File: config.mk
export PLATFORM = sky130hd
export DESIGN_NAME = ldr_ctrl
export DESIGN_NICKNAME = d
export VERILOG_FILES = /design/src/ldr_pkg.sv /design/src/ldr_ctrl.sv
export SDC_FILE = /design/constraint.sdc
export NUM_CORES = 2
export LEC_CHECK = 0
export BUFFER_PORTS_ARGS = -buffer_cell sky130_fd_sc_hd__buf_2
export CORE_ASPECT_RATIO = 1.5
export CORE_MARGIN = 2
export CORE_UTILIZATION = 45
export CTS_BUF_LIST = sky130_fd_sc_hd__clkbuf_4 sky130_fd_sc_hd__clkbuf_8
export CTS_CLUSTER_SIZE = 20
export DETAILED_ROUTE_END_ITERATION = 7
export GPL_TIMING_DRIVEN = 0
export SLEW_MARGIN = 20
export SYNTH_ARGS = -nofsm -noshare
export SYNTH_HDL_FRONTEND = slang
export SYNTH_SLANG_ARGS = --single-unit
File: constraint.sdc
create_clock -name sys_clk -period 5.9 [get_ports sys_clk]
set_clock_uncertainty 0.1 [all_clocks]
set_input_delay 0.295 -clock sys_clk [delete_from_list [all_inputs] [get_ports sys_clk]]
set_output_delay 0.295 -clock sys_clk [all_outputs]
set_load 0.02 [all_outputs]
File: src/ldr_pkg.sv
package ldr_pkg;

  // Clock and channel count
  localparam int CLK_HZ       = 20_000_000;
  localparam int NS_PER_CYC   = 1_000_000_000 / CLK_HZ;
  localparam int NCH          = 16;
  localparam int CNT_W        = 17;

  // Chopping period: shared counter runs 0 .. 4094
  localparam logic [11:0] PERIOD_STEPS = 12'h0FFF;
  localparam int CHOP_HZ_0 = 220;
  localparam int CHOP_HZ_1 = 250;
  localparam int CHOP_HZ_2 = 280;
  localparam int CHOP_HZ_3 = 330;
  localparam logic [4:0] STEP_DIV_0 = 5'(CLK_HZ / (CHOP_HZ_0 * 4095));
  localparam logic [4:0] STEP_DIV_1 = 5'(CLK_HZ / (CHOP_HZ_1 * 4095));
  localparam logic [4:0] STEP_DIV_2 = 5'(CLK_HZ / (CHOP_HZ_2 * 4095));
  localparam logic [4:0] STEP_DIV_3 = 5'(CLK_HZ / (CHOP_HZ_3 * 4095));

  // Refresh prescaler on the step clock
  localparam logic [2:0] REFRESH_PRESCALE_LAST = 3'h7;

  // Time figures and derived cycle or step counts
  localparam int STEP_NS        = 1000;
  localparam int STAGGER_NS     = 40_000;
  localparam int STAGGER_STEPS  = STAGGER_NS / STEP_NS;
  localparam int OPEN_TIME_NS   = 4_000_000;
  localparam int OPEN_CYC       = (OPEN_TIME_NS + NS_PER_CYC - 1) / NS_PER_CYC;
  localparam int HICCUP_NS      = 1_000_000;
  localparam int HICCUP_CYC     = (HICCUP_NS + NS_PER_CYC - 1) / NS_PER_CYC;
  localparam int PROBE_NS       = 20_000;
  localparam int PROBE_CYC      = (PROBE_NS + NS_PER_CYC - 1) / NS_PER_CYC;

  // Register indices (byte address is four times the index)
  localparam logic [5:0] IDX_CHOP     = 6'h00;
  localparam logic [5:0] IDX_CTRL     = 6'h01;
  localparam logic [5:0] IDX_RF_LO    = 6'h02;
  localparam logic [5:0] IDX_RF_HI    = 6'h03;
  localparam logic [5:0] IDX_CHEN_HI  = 6'h04;
  localparam logic [5:0] IDX_CHEN_LO  = 6'h05;
  localparam logic [5:0] IDX_OPEN_HI  = 6'h06;
  localparam logic [5:0] IDX_OPEN_LO  = 6'h07;
  localparam logic [5:0] IDX_SHORT_HI = 6'h08;
  localparam logic [5:0] IDX_SHORT_LO = 6'h09;
  localparam int         IDX_CH_BASE  = 'h0A;
  localparam int         CH_STRIDE    = 3;

  // Control register field positions
  localparam int CTRL_EN       = 0;
  localparam int CTRL_STAGGER  = 1;
  localparam int CTRL_RAMP_LSB = 2;
  localparam int CTRL_STH_LSB  = 4;
  localparam int CTRL_LATCH    = 6;
  localparam int CTRL_FAULT_INDICATE_ENABLE    = 7;
  localparam int OTP_FLAG_BIT  = 2;

  // Values after reset
  localparam logic [1:0]  RST_CHOP    = 2'h1;
  localparam logic [7:0]  RST_CTRL    = 8'h00;
  localparam logic [9:0]  RST_REFRESH = 10'h1A9;
  localparam logic [15:0] RST_CHEN    = 16'hFFFF;
  localparam logic [5:0]  RST_AMP     = 6'h3F;
  localparam logic [11:0] RST_DUTY    = 12'h0FFF;

  // Bus slave phases
  typedef enum logic [1:0] {BUS_IDLE, BUS_WAIT, BUS_DONE} ldr_bus_t;

  // Analog side inputs
  typedef struct packed {
    logic [NCH-1:0] open_cmp;
    logic [NCH-1:0] short_cmp;
    logic           otp;
  } ldr_fault_in_t;

  // Drive towards the current sinks
  typedef struct packed {
    logic [NCH-1:0]      gate;
    logic [NCH-1:0][5:0] amp;
    logic [1:0]          ramp_sel;
    logic [1:0]          short_thr_sel;
  } ldr_drive_t;

endpackage

File: src/ldr_ctrl.sv
// The register addresses and register access over AHB-Lite were left to the implementer.
`timescale 1ns/1ps
// Summary of operation
// - Channels run only after global enable set
// - Cleared channel enable bit switches channel off
// - Six-bit amplitude code; zero gives zero current
// - Duty code over 4095; zero keeps off
// - Duty commits only on upper byte write
// - Two-bit field selects 220/250/280/330 Hz
// - Stagger delays each channel 40us after previous; code delays 40 steps, 28 to 44us depending on rate
// - Indicate disabled: shared pin keeps refresh wave
// - Indicate enabled: fault pulls shared pin low
// - Refresh count zero releases pin, else rectangle
// - Refresh rate 127500/count scaled by rate/250
// - Refresh count commits on upper byte write
// - Refresh counter clocked from step clock over eight
// - Ramp field sets rise and fall time
// - Protection sets flag, pulls fault output low
// - Retry mode releases fault when conditions clear
// - Latch mode releases fault after flags read
// - Latch mode keeps faulted channel off
// - Retry mode probes faulted channel 20us per ms
// - Open fault after 4ms continuous comparator indication
// - Fault flags clear on read
module ldr_ctrl #(
  parameter int OPEN_LIMIT   = ldr_pkg::OPEN_CYC,
  parameter int HICCUP_LIMIT = ldr_pkg::HICCUP_CYC
) (
  // Clock, reset and enable pin
  input  wire logic                  sys_clk,
  input  wire logic                  resetn,
  input  wire logic                  en_pin,
  // AHB-Lite slave
  input  wire logic                  hsel,
  input  wire logic [31:0]           haddr,
  input  wire logic [1:0]            htrans,
  input  wire logic                  hwrite,
  input  wire logic [2:0]            hsize,
  input  wire logic [31:0]           hwdata,
  input  wire logic                  hready,
  output logic                       hreadyout,
  output logic [31:0]                hrdata,
  output logic                       hresp,
  // Analog side
  input  wire ldr_pkg::ldr_fault_in_t fault_in,
  output ldr_pkg::ldr_drive_t        drive,
  // Open-drain pins
  output logic                       refresh_or_fault_pin_o,
  output logic                       refresh_or_fault_pin_oe,
  output logic                       fault_out_n_o,
  output logic                       fault_out_n_oe
);
  import ldr_pkg::*;

  typedef struct packed {
    ldr_bus_t              bus;
    logic [5:0]            addr_idx;
    logic                  wr;
    logic [31:0]           rdata;
    logic [1:0]            chop_rate_select;
    logic [7:0]            ctrl;
    logic [1:0]            rf_lo_shadow;
    logic [9:0]            refresh_count;
    logic [NCH-1:0]        channel_on_bit;
    logic [NCH-1:0]        open_flag;
    logic [NCH-1:0]        short_flag;
    logic                  otp_flag;
    logic [NCH-1:0][5:0]   amplitude_code;
    logic [NCH-1:0][11:0]  duty_code;
    logic [NCH-1:0][3:0]   duty_lo_shadow;
    logic [4:0]            step_div;
    logic [11:0]           period;
    logic [2:0]            pre8;
    logic [9:0]            rcnt;
    logic [NCH-1:0][CNT_W-1:0] open_cnt;
    logic [NCH-1:0][CNT_W-1:0] short_cnt;
    logic [NCH-1:0]        faulted;
    logic [CNT_W-1:0]      hic_cnt;
    logic [NCH-1:0]        gate;
    logic                  rf_low;
    logic                  flt_low;
  } ldr_state_t;

  ldr_state_t q_reg;
  ldr_state_t q_next;

  // Constant state after reset or enable pin low
  function automatic ldr_state_t rst_state();
    ldr_state_t r;
    r                  = '0;
    r.bus              = BUS_IDLE;
    r.chop_rate_select = RST_CHOP;
    r.ctrl             = RST_CTRL;
    r.rf_lo_shadow     = RST_REFRESH[1:0];
    r.refresh_count    = RST_REFRESH;
    r.channel_on_bit   = RST_CHEN;
    for (int i = 0; i < NCH; i++) begin
      r.amplitude_code[i] = RST_AMP;
      r.duty_code[i]      = RST_DUTY;
      r.duty_lo_shadow[i] = RST_DUTY[3:0];
    end
    return r;
  endfunction

  // Next-state logic
  always_comb begin
    logic        acc;
    logic        step_tick;
    logic        ref_tick;
    logic [4:0]  div_last;
    logic [7:0]  rd;
    logic [7:0]  wd;
    logic [11:0] off;
    logic [11:0] phase;
    logic        probe;
    logic        probe_end;
    logic        drive_on;
    logic        rect_high;
    logic        fault_act;
    logic        latch;
    logic [NCH-1:0] open_clr;
    logic [NCH-1:0] short_clr;
    logic        otp_clr;
    acc       = hsel & htrans[1] & hready;
    step_tick = 1'b0;
    ref_tick  = 1'b0;
    div_last  = 5'h0;
    rd        = 8'h00;
    wd        = hwdata[7:0];
    off       = 12'h000;
    phase     = 12'h000;
    probe     = 1'b0;
    probe_end = 1'b0;
    drive_on  = 1'b0;
    rect_high = 1'b1;
    fault_act = 1'b0;
    latch     = q_reg.ctrl[CTRL_LATCH];
    open_clr  = '0;
    short_clr = '0;
    otp_clr   = 1'b0;
    q_next    = q_reg;

    // Bus slave: one wait state so read data comes from a flop
    case (q_reg.bus)
      BUS_IDLE: begin
        if (acc) begin
          q_next.addr_idx = haddr[7:2];
          q_next.wr       = hwrite;
          q_next.bus      = BUS_WAIT;
        end
      end
      BUS_WAIT: begin
        q_next.bus = BUS_DONE;
        if (q_reg.wr) begin
          case (q_reg.addr_idx)
            IDX_CHOP:    q_next.chop_rate_select = wd[1:0];
            IDX_CTRL:    q_next.ctrl = wd;
            IDX_RF_LO:   q_next.rf_lo_shadow = wd[1:0];
            IDX_RF_HI:   q_next.refresh_count = {wd, q_reg.rf_lo_shadow};
            IDX_CHEN_HI: q_next.channel_on_bit[15:8] = wd;
            IDX_CHEN_LO: q_next.channel_on_bit[7:0] = wd;
            default: ;
          endcase
          for (int i = 0; i < NCH; i++) begin
            if (q_reg.addr_idx == 6'(IDX_CH_BASE + CH_STRIDE * i)) begin
              q_next.amplitude_code[i] = wd[5:0];
            end
            if (q_reg.addr_idx == 6'(IDX_CH_BASE + CH_STRIDE * i + 1)) begin
              q_next.duty_lo_shadow[i] = wd[3:0];
            end
            if (q_reg.addr_idx == 6'(IDX_CH_BASE + CH_STRIDE * i + 2)) begin
              q_next.duty_code[i] = {wd, q_reg.duty_lo_shadow[i]};
            end
          end
        end else begin
          case (q_reg.addr_idx)
            IDX_CHOP:     rd = {6'h00, q_reg.chop_rate_select};
            IDX_CTRL:     rd = q_reg.ctrl;
            IDX_RF_LO: begin
              rd      = {5'h00, q_reg.otp_flag, q_reg.rf_lo_shadow};
              otp_clr = 1'b1;
            end
            IDX_RF_HI:    rd = q_reg.refresh_count[9:2];
            IDX_CHEN_HI:  rd = q_reg.channel_on_bit[15:8];
            IDX_CHEN_LO:  rd = q_reg.channel_on_bit[7:0];
            IDX_OPEN_HI: begin
              rd             = q_reg.open_flag[15:8];
              open_clr[15:8] = 8'hFF;
            end
            IDX_OPEN_LO: begin
              rd            = q_reg.open_flag[7:0];
              open_clr[7:0] = 8'hFF;
            end
            IDX_SHORT_HI: begin
              rd              = q_reg.short_flag[15:8];
              short_clr[15:8] = 8'hFF;
            end
            IDX_SHORT_LO: begin
              rd             = q_reg.short_flag[7:0];
              short_clr[7:0] = 8'hFF;
            end
            default: rd = 8'h00;
          endcase
          for (int i = 0; i < NCH; i++) begin
            if (q_reg.addr_idx == 6'(IDX_CH_BASE + CH_STRIDE * i)) begin
              rd = {2'b00, q_reg.amplitude_code[i]};
            end
            if (q_reg.addr_idx == 6'(IDX_CH_BASE + CH_STRIDE * i + 1)) begin
              rd = {4'h0, q_reg.duty_lo_shadow[i]};
            end
            if (q_reg.addr_idx == 6'(IDX_CH_BASE + CH_STRIDE * i + 2)) begin
              rd = q_reg.duty_code[i][11:4];
            end
          end
          q_next.rdata = {24'h00_0000, rd};
        end
      end
      BUS_DONE: begin
        q_next.bus = BUS_IDLE;
        if (acc) begin
          q_next.addr_idx = haddr[7:2];
          q_next.wr       = hwrite;
          q_next.bus      = BUS_WAIT;
        end
      end
      default: q_next.bus = BUS_IDLE;
    endcase

    // Step clock divider follows the selected chopping rate
    case (q_reg.chop_rate_select)
      2'b00:   div_last = STEP_DIV_0 - 5'h1;
      2'b01:   div_last = STEP_DIV_1 - 5'h1;
      2'b10:   div_last = STEP_DIV_2 - 5'h1;
      default: div_last = STEP_DIV_3 - 5'h1;
    endcase
    if (q_reg.step_div >= div_last) begin
      q_next.step_div = 5'h0;
      step_tick       = 1'b1;
    end else begin
      q_next.step_div = q_reg.step_div + 5'h1;
    end

    // Shared period counter, 4095 steps per chopping period
    if (step_tick) begin
      q_next.period = (q_reg.period >= PERIOD_STEPS - 12'h1) ? 12'h000
                      : q_reg.period + 12'h1;
      q_next.pre8   = q_reg.pre8 + 3'h1;
      ref_tick      = (q_reg.pre8 == REFRESH_PRESCALE_LAST);
    end

    // Refresh counter: step clock over eight, count sets the period
    if (q_reg.refresh_count == 10'h000) begin
      q_next.rcnt = 10'h000;
      rect_high   = 1'b1;
    end else begin
      if (ref_tick) begin
        q_next.rcnt = (q_reg.rcnt >= q_reg.refresh_count - 10'h1) ? 10'h000
                      : q_reg.rcnt + 10'h1;
      end
      rect_high = (q_reg.rcnt < 10'((11'(q_reg.refresh_count) + 11'h1) >> 1));
    end

    // Hiccup timer: probe window opens each millisecond
    q_next.hic_cnt = (q_reg.hic_cnt >= CNT_W'(HICCUP_LIMIT - 1)) ? '0
                     : q_reg.hic_cnt + CNT_W'(1);
    probe     = (q_reg.hic_cnt < CNT_W'(PROBE_CYC));
    probe_end = (q_reg.hic_cnt == CNT_W'(PROBE_CYC - 1));

    // Per-channel gate and fault detection
    for (int i = 0; i < NCH; i++) begin
      off   = q_reg.ctrl[CTRL_STAGGER] ? 12'(STAGGER_STEPS * i) : 12'h000;
      phase = (q_reg.period >= off) ? q_reg.period - off
              : q_reg.period + PERIOD_STEPS - off;
      drive_on = q_reg.ctrl[CTRL_EN]
                 & q_reg.channel_on_bit[i]
                 & ~fault_in.otp
                 & (~q_reg.faulted[i] | (~latch & probe));
      q_next.gate[i] = drive_on & (q_reg.duty_code[i] != 12'h000)
                       & (phase < q_reg.duty_code[i]);

      // Persistence counters restart when the comparator drops
      if (fault_in.open_cmp[i] & drive_on & ~q_reg.faulted[i]) begin
        if (q_reg.open_cnt[i] >= CNT_W'(OPEN_LIMIT - 1)) begin
          q_next.open_cnt[i] = '0;
          q_next.faulted[i]  = 1'b1;
        end else begin
          q_next.open_cnt[i] = q_reg.open_cnt[i] + CNT_W'(1);
        end
      end else begin
        q_next.open_cnt[i] = '0;
      end
      if (fault_in.short_cmp[i] & drive_on & ~q_reg.faulted[i]) begin
        if (q_reg.short_cnt[i] >= CNT_W'(OPEN_LIMIT - 1)) begin
          q_next.short_cnt[i] = '0;
          q_next.faulted[i]   = 1'b1;
        end else begin
          q_next.short_cnt[i] = q_reg.short_cnt[i] + CNT_W'(1);
        end
      end else begin
        q_next.short_cnt[i] = '0;
      end

      // In retry mode, probe end with both comparators quiet clears the fault
      if (~latch & q_reg.faulted[i] & probe_end & ~fault_in.open_cmp[i]
          & ~fault_in.short_cmp[i]) begin
        q_next.faulted[i] = 1'b0;
      end
    end

    // Flags: a new event wins over a clear by read
    q_next.open_flag = (q_reg.open_flag & ~open_clr)
                       | (fault_in.open_cmp & ~q_reg.faulted
                          & q_next.faulted);
    q_next.short_flag = (q_reg.short_flag & ~short_clr)
                        | (fault_in.short_cmp & ~q_reg.faulted
                           & q_next.faulted & ~fault_in.open_cmp);
    q_next.otp_flag = (q_reg.otp_flag & ~otp_clr) | fault_in.otp;

    // Fault output: latch waits for reads, retry for conditions
    if (latch) begin
      fault_act = (|q_reg.open_flag) | (|q_reg.short_flag) | q_reg.otp_flag
                  | fault_in.otp;
    end else begin
      fault_act = (|q_reg.faulted) | fault_in.otp;
    end
    q_next.flt_low = fault_act;

    // Shared pin: fault overrides refresh only when indicating
    if (q_reg.ctrl[CTRL_FAULT_INDICATE_ENABLE] & fault_act) begin
      q_next.rf_low = 1'b1;
    end else begin
      q_next.rf_low = ~rect_high;
    end

    // Enable pin low behaves like a fresh power-up
    if (!en_pin) begin
      q_next = rst_state();
    end
  end

  // State register
  always_ff @(posedge sys_clk or negedge resetn) begin
    if (!resetn) begin
      q_reg <= rst_state();
    end else begin
      q_reg <= q_next;
    end
  end

  // Bus answers
  assign hreadyout = (q_reg.bus != BUS_WAIT);
  assign hrdata    = q_reg.rdata;
  assign hresp     = 1'b0;

  // Drive to the sinks straight from flops
  assign drive.gate          = q_reg.gate;
  assign drive.amp           = q_reg.amplitude_code;
  assign drive.ramp_sel      = q_reg.ctrl[CTRL_RAMP_LSB +: 2];
  assign drive.short_thr_sel = q_reg.ctrl[CTRL_STH_LSB +: 2];

  // Open drain: only ever drive low, pull-up is external
  assign refresh_or_fault_pin_o  = 1'b0;
  assign refresh_or_fault_pin_oe = q_reg.rf_low;
  assign fault_out_n_o           = 1'b0;
  assign fault_out_n_oe          = q_reg.flt_low;

endmodule // ldr_ctrl

==> results by group <==
Pwr
  • Power density over cell area: 217 mW/mm^2
  • Leakage power summed over all cells: 0.0319 uW
  • IR drop worst, VDD: 0.000223 V

Place
  • Number of buffers added on ports: 172
  • Placed insts: 9582
  • GPL Wtd Cong: 1.08
  • Pre-CTS worst setup slack: -1870 ps
  • Half-perimeter wire length after detailed placement: 225 mm

STA
  • Number of failing setup endpoints in the final timing report: 1
  • Final setup slack of the worst path: -15.1 ps
  • Slew at the pin closest to its max-slew limit: 1270 ps
  • Setup TNS Final: -15.1 ps
  • Fmax achieved: 169 MHz
  • Min Tclk post-route: 5920 ps
  • Number of pins exceeding their max-slew limit in the final report: 0
  • Hold slack final: 74.9 ps
  • Tcrit/Tclk final: 100%
  • Slew HR: 15.3%
  • Number of hold-slack violations in the final timing report: 0
  • RSZ-0062 raised after global routing: true

Synth
  • Largest family of logic cells by synthesized area: simple AND/OR/NAND/NOR gates
  • Number of synthesized register bits: 1065
  • Xor and xnor fraction of the mapped netlist area: 8.93%
  • Number of warnings printed during yosys synthesis: 0
  • Synthesized area per cell: 8.70 um^2
  • Distinct cells, synth: 109
  • Synth Area in Compound Gates: 13.6%
  • Share of synthesized area spent on multiplexers: 1.58%
  • Part of the Yosys area used for sequential elements: 41.7%
  • Share of synthesized cell area in and, or, nand and nor gates: 22.8%
  • Number of synthesized flops with an enable pin: 0
  • Instance count of the mapped netlist: 7472
  • Top FF cell, synth: dfrtp_1
  • Share of synthesized cell area in full adder, half adder and majority cells: 5.44%
  • Asr flop ratio synth: 100%
  • Combined area of all synthesized cells: 0.0650 mm^2

CTS
  • Number of sinks handled by clock tree synthesis: 1065
  • Number of CTS-inserted buffers: 172
  • TritonCTS clock tree: done
  • Clk_lat worst skew: 1000 ps
  • Htree depth: 4
  • Clock slew seen by the registers of the worst setup and hold paths: 70 ps
  • Deepest clock path buffer count: 3
  • Clock root cell: clkbuf_8

Min path
  • Type of the tightest min-delay check: input pin to register
  • Number of cells on the worst hold path: 4

Die
  • Count of pins on the block boundary: 262
  • Initial standard-cell utilization of the core: 45.4%
  • Die X-Extent: 314 um
  • Cell Rows: 170
  • Full die area: 0.148 mm^2
  • Std-Cell Core Area: 0.143 mm^2
  • Die Y-Extent: 469 um

Worst setup path
  • Worst Setup Start Kind: register
  • CP endpoint kind: register
  • Worst reg2reg path depth: 19
  • Classification of the worst setup path: register to register
  • Worst-path maximum fanout: 10
  • Data arrival time of the worst path: 6670 ps
  • Data required time of the worst path: 6660 ps

Drt
  • Wirelength per Cell: 29.1 um
  • Vias/cell: 6.06
  • Via count: 60629
  • Router iterations before antenna repair: 8
  • Remaining routing DRC violations: 2
  • Number of nets still failing antenna checks after routing: 0
  • Total routed wirelength: 291 mm
  • Iter 0 DRT Violations: 6328

GRT
  • Wire length of the first global-routing pass: 416 mm
  • Number of antenna violations at the first check in global routing: 13
  • Total congestion overflow after global routing: 0
  • Total Routing Usage GR: 39.0%
  • Pin count of the biggest net entering global routing: 132
  • Vias in the first global route: 59132

Final layout
  • Number of flip-flops under the largest register name: 939
  • Area growth from synthesis to final layout: 14.0%
  • Nets: 8345
  • Core utilization of the finished layout: 51.7%
  • Commonest cells after routing, fill and taps aside: nand2_1 (1008), nor2_1 (962), dfrtp_1 (687)
  • Fin cells: 10003
  • Fraction of layout cells with a size suffix above 1: 16.3%
  • Most frequent standard cell in the layout excluding fill and tap cells: nand2_1

Outcome
  • Violated checks: DRC, setup timing
  • Status: complete, but fails checks

Flow run
  • # Max-Cap Violations: 0
[cell usage after synthesis (70+ instances only)]
| library cell | count | area, um^2 |
|---|---|---|
| nor2_1 | 969 | 3640 |
| o211ai_1 | 216 | 1620 |
| nor3_1 | 95 | 475 |
| ha_1 | 273 | 3420 |
| xnor2_1 | 329 | 2880 |
| nand3_1 | 559 | 2800 |
| and3_1 | 86 | 538 |
| nor4_1 | 107 | 669 |
| dfstp_2 | 375 | 9850 |
| buf_4 | 153 | 1150 |
| dfrtp_1 | 690 | 17300 |
| o21ai_0 | 252 | 1260 |
| a21oi_1 | 275 | 1380 |
| clkbuf_1 | 287 | 1080 |
| nand4_1 | 111 | 694 |
| mux2i_1 | 70 | 701 |
| xor2_1 | 330 | 2890 |
| inv_1 | 299 | 1120 |
| nand2_1 | 1008 | 3780 |
[kinds of logic (layout without fill, tap and decap cells)]
logic type / Yosys count / after routing
simple gates: 3217 / 3217
compound gates: 1307 / 1307
buf+inv: 849 / 1449
fa+ha+maj: 279 / 279
other cells: 1 / 40
flops: 1065 / 1065
xor+xnor: 661 / 661
mux: 93 / 93
[final timing paths]
kind	start	end	slack, ps
setup / recovery	q_reg[612]$_DFFE_PN0P_	drive[114]$_DFF_PN0_	-20
hold / removal	fault_in[14]	q_reg[278]$_DFF_PN0_	70
setup reg to reg	q_reg[612]$_DFFE_PN0P_	drive[114]$_DFF_PN0_	-20
hold reg to reg	q_reg[85]$_DFF_PN0_	q_reg[85]$_DFF_PN0_	350
max in group asynchronous	resetn	q_reg[523]$_DFF_PN0_	2780
min in group asynchronous	resetn	q_reg[1029]$_DFFE_PN1P_	430
[worst max-delay path, stage by stage, from the launching register on]
cell      delay [ps]
dfrtp_1          580
clkbuf_4         350
clkinv_2         210
ha_2             340
inv_1            130
fa_1             590
or4_1            650
a21oi_4          340
o211a_1          190
buf_2            290
clkbuf_4         320
a21oi_1          130
xnor2_2          210
ha_1             350
nand4_1          160
a211oi_2         300
o21ai_0          170
nand4_1          120
a21oi_1           40
and3_1           200
[routing by layer]
layer	vias to the layer above	GRT usage (%)	wire, um
li1	26898	-	-
met1	29591	46.0	107000
met2	3146	59.8	128000
met3	976	8.83	24900
met4	18	33.7	30600
met5	-	0	151
[through the flow]
stage                     power, uW  instance area [um^2]
after global placement         8560                 68300
final                         16000                 74100
after floorplan                7980                 65100
after detailed placement       8590                 68800
after CTS                     16100                 73900
after global routing          16500                 74100
[what timing repair did]
action,4_1_cts,5_1_grt
hold buffers,82,0
buffers inserted,14,2
setup endpoints to repair,15,14
resized for setup,51,28
pin swaps,2,0
hold endpoints to repair,527,0
[cell type report]
cell class	count	area (um^2)
Inverter	311	1180
Buffer	534	2770
Timing Repair Buffer	288	2170
Sequential cell	1065	27100
Multi-Input combinational cell	5586	34400
Antenna cell	11	27.5
Clock inverter	49	636
Tap cell	1892	2370
Fill cell	13603	69100
Clock buffer	267	3370
[report_power, final]
part | internal, uW | total [uW] | switching (uW)
Sequential | 7330 | 7340 | 16.5
Clock | 4090 | 7490 | 3400
Combinational | 305 | 1220 | 910
Total | 11700 | 16000 | 4320
Note: power is estimated with default switching activity, not from simulation.
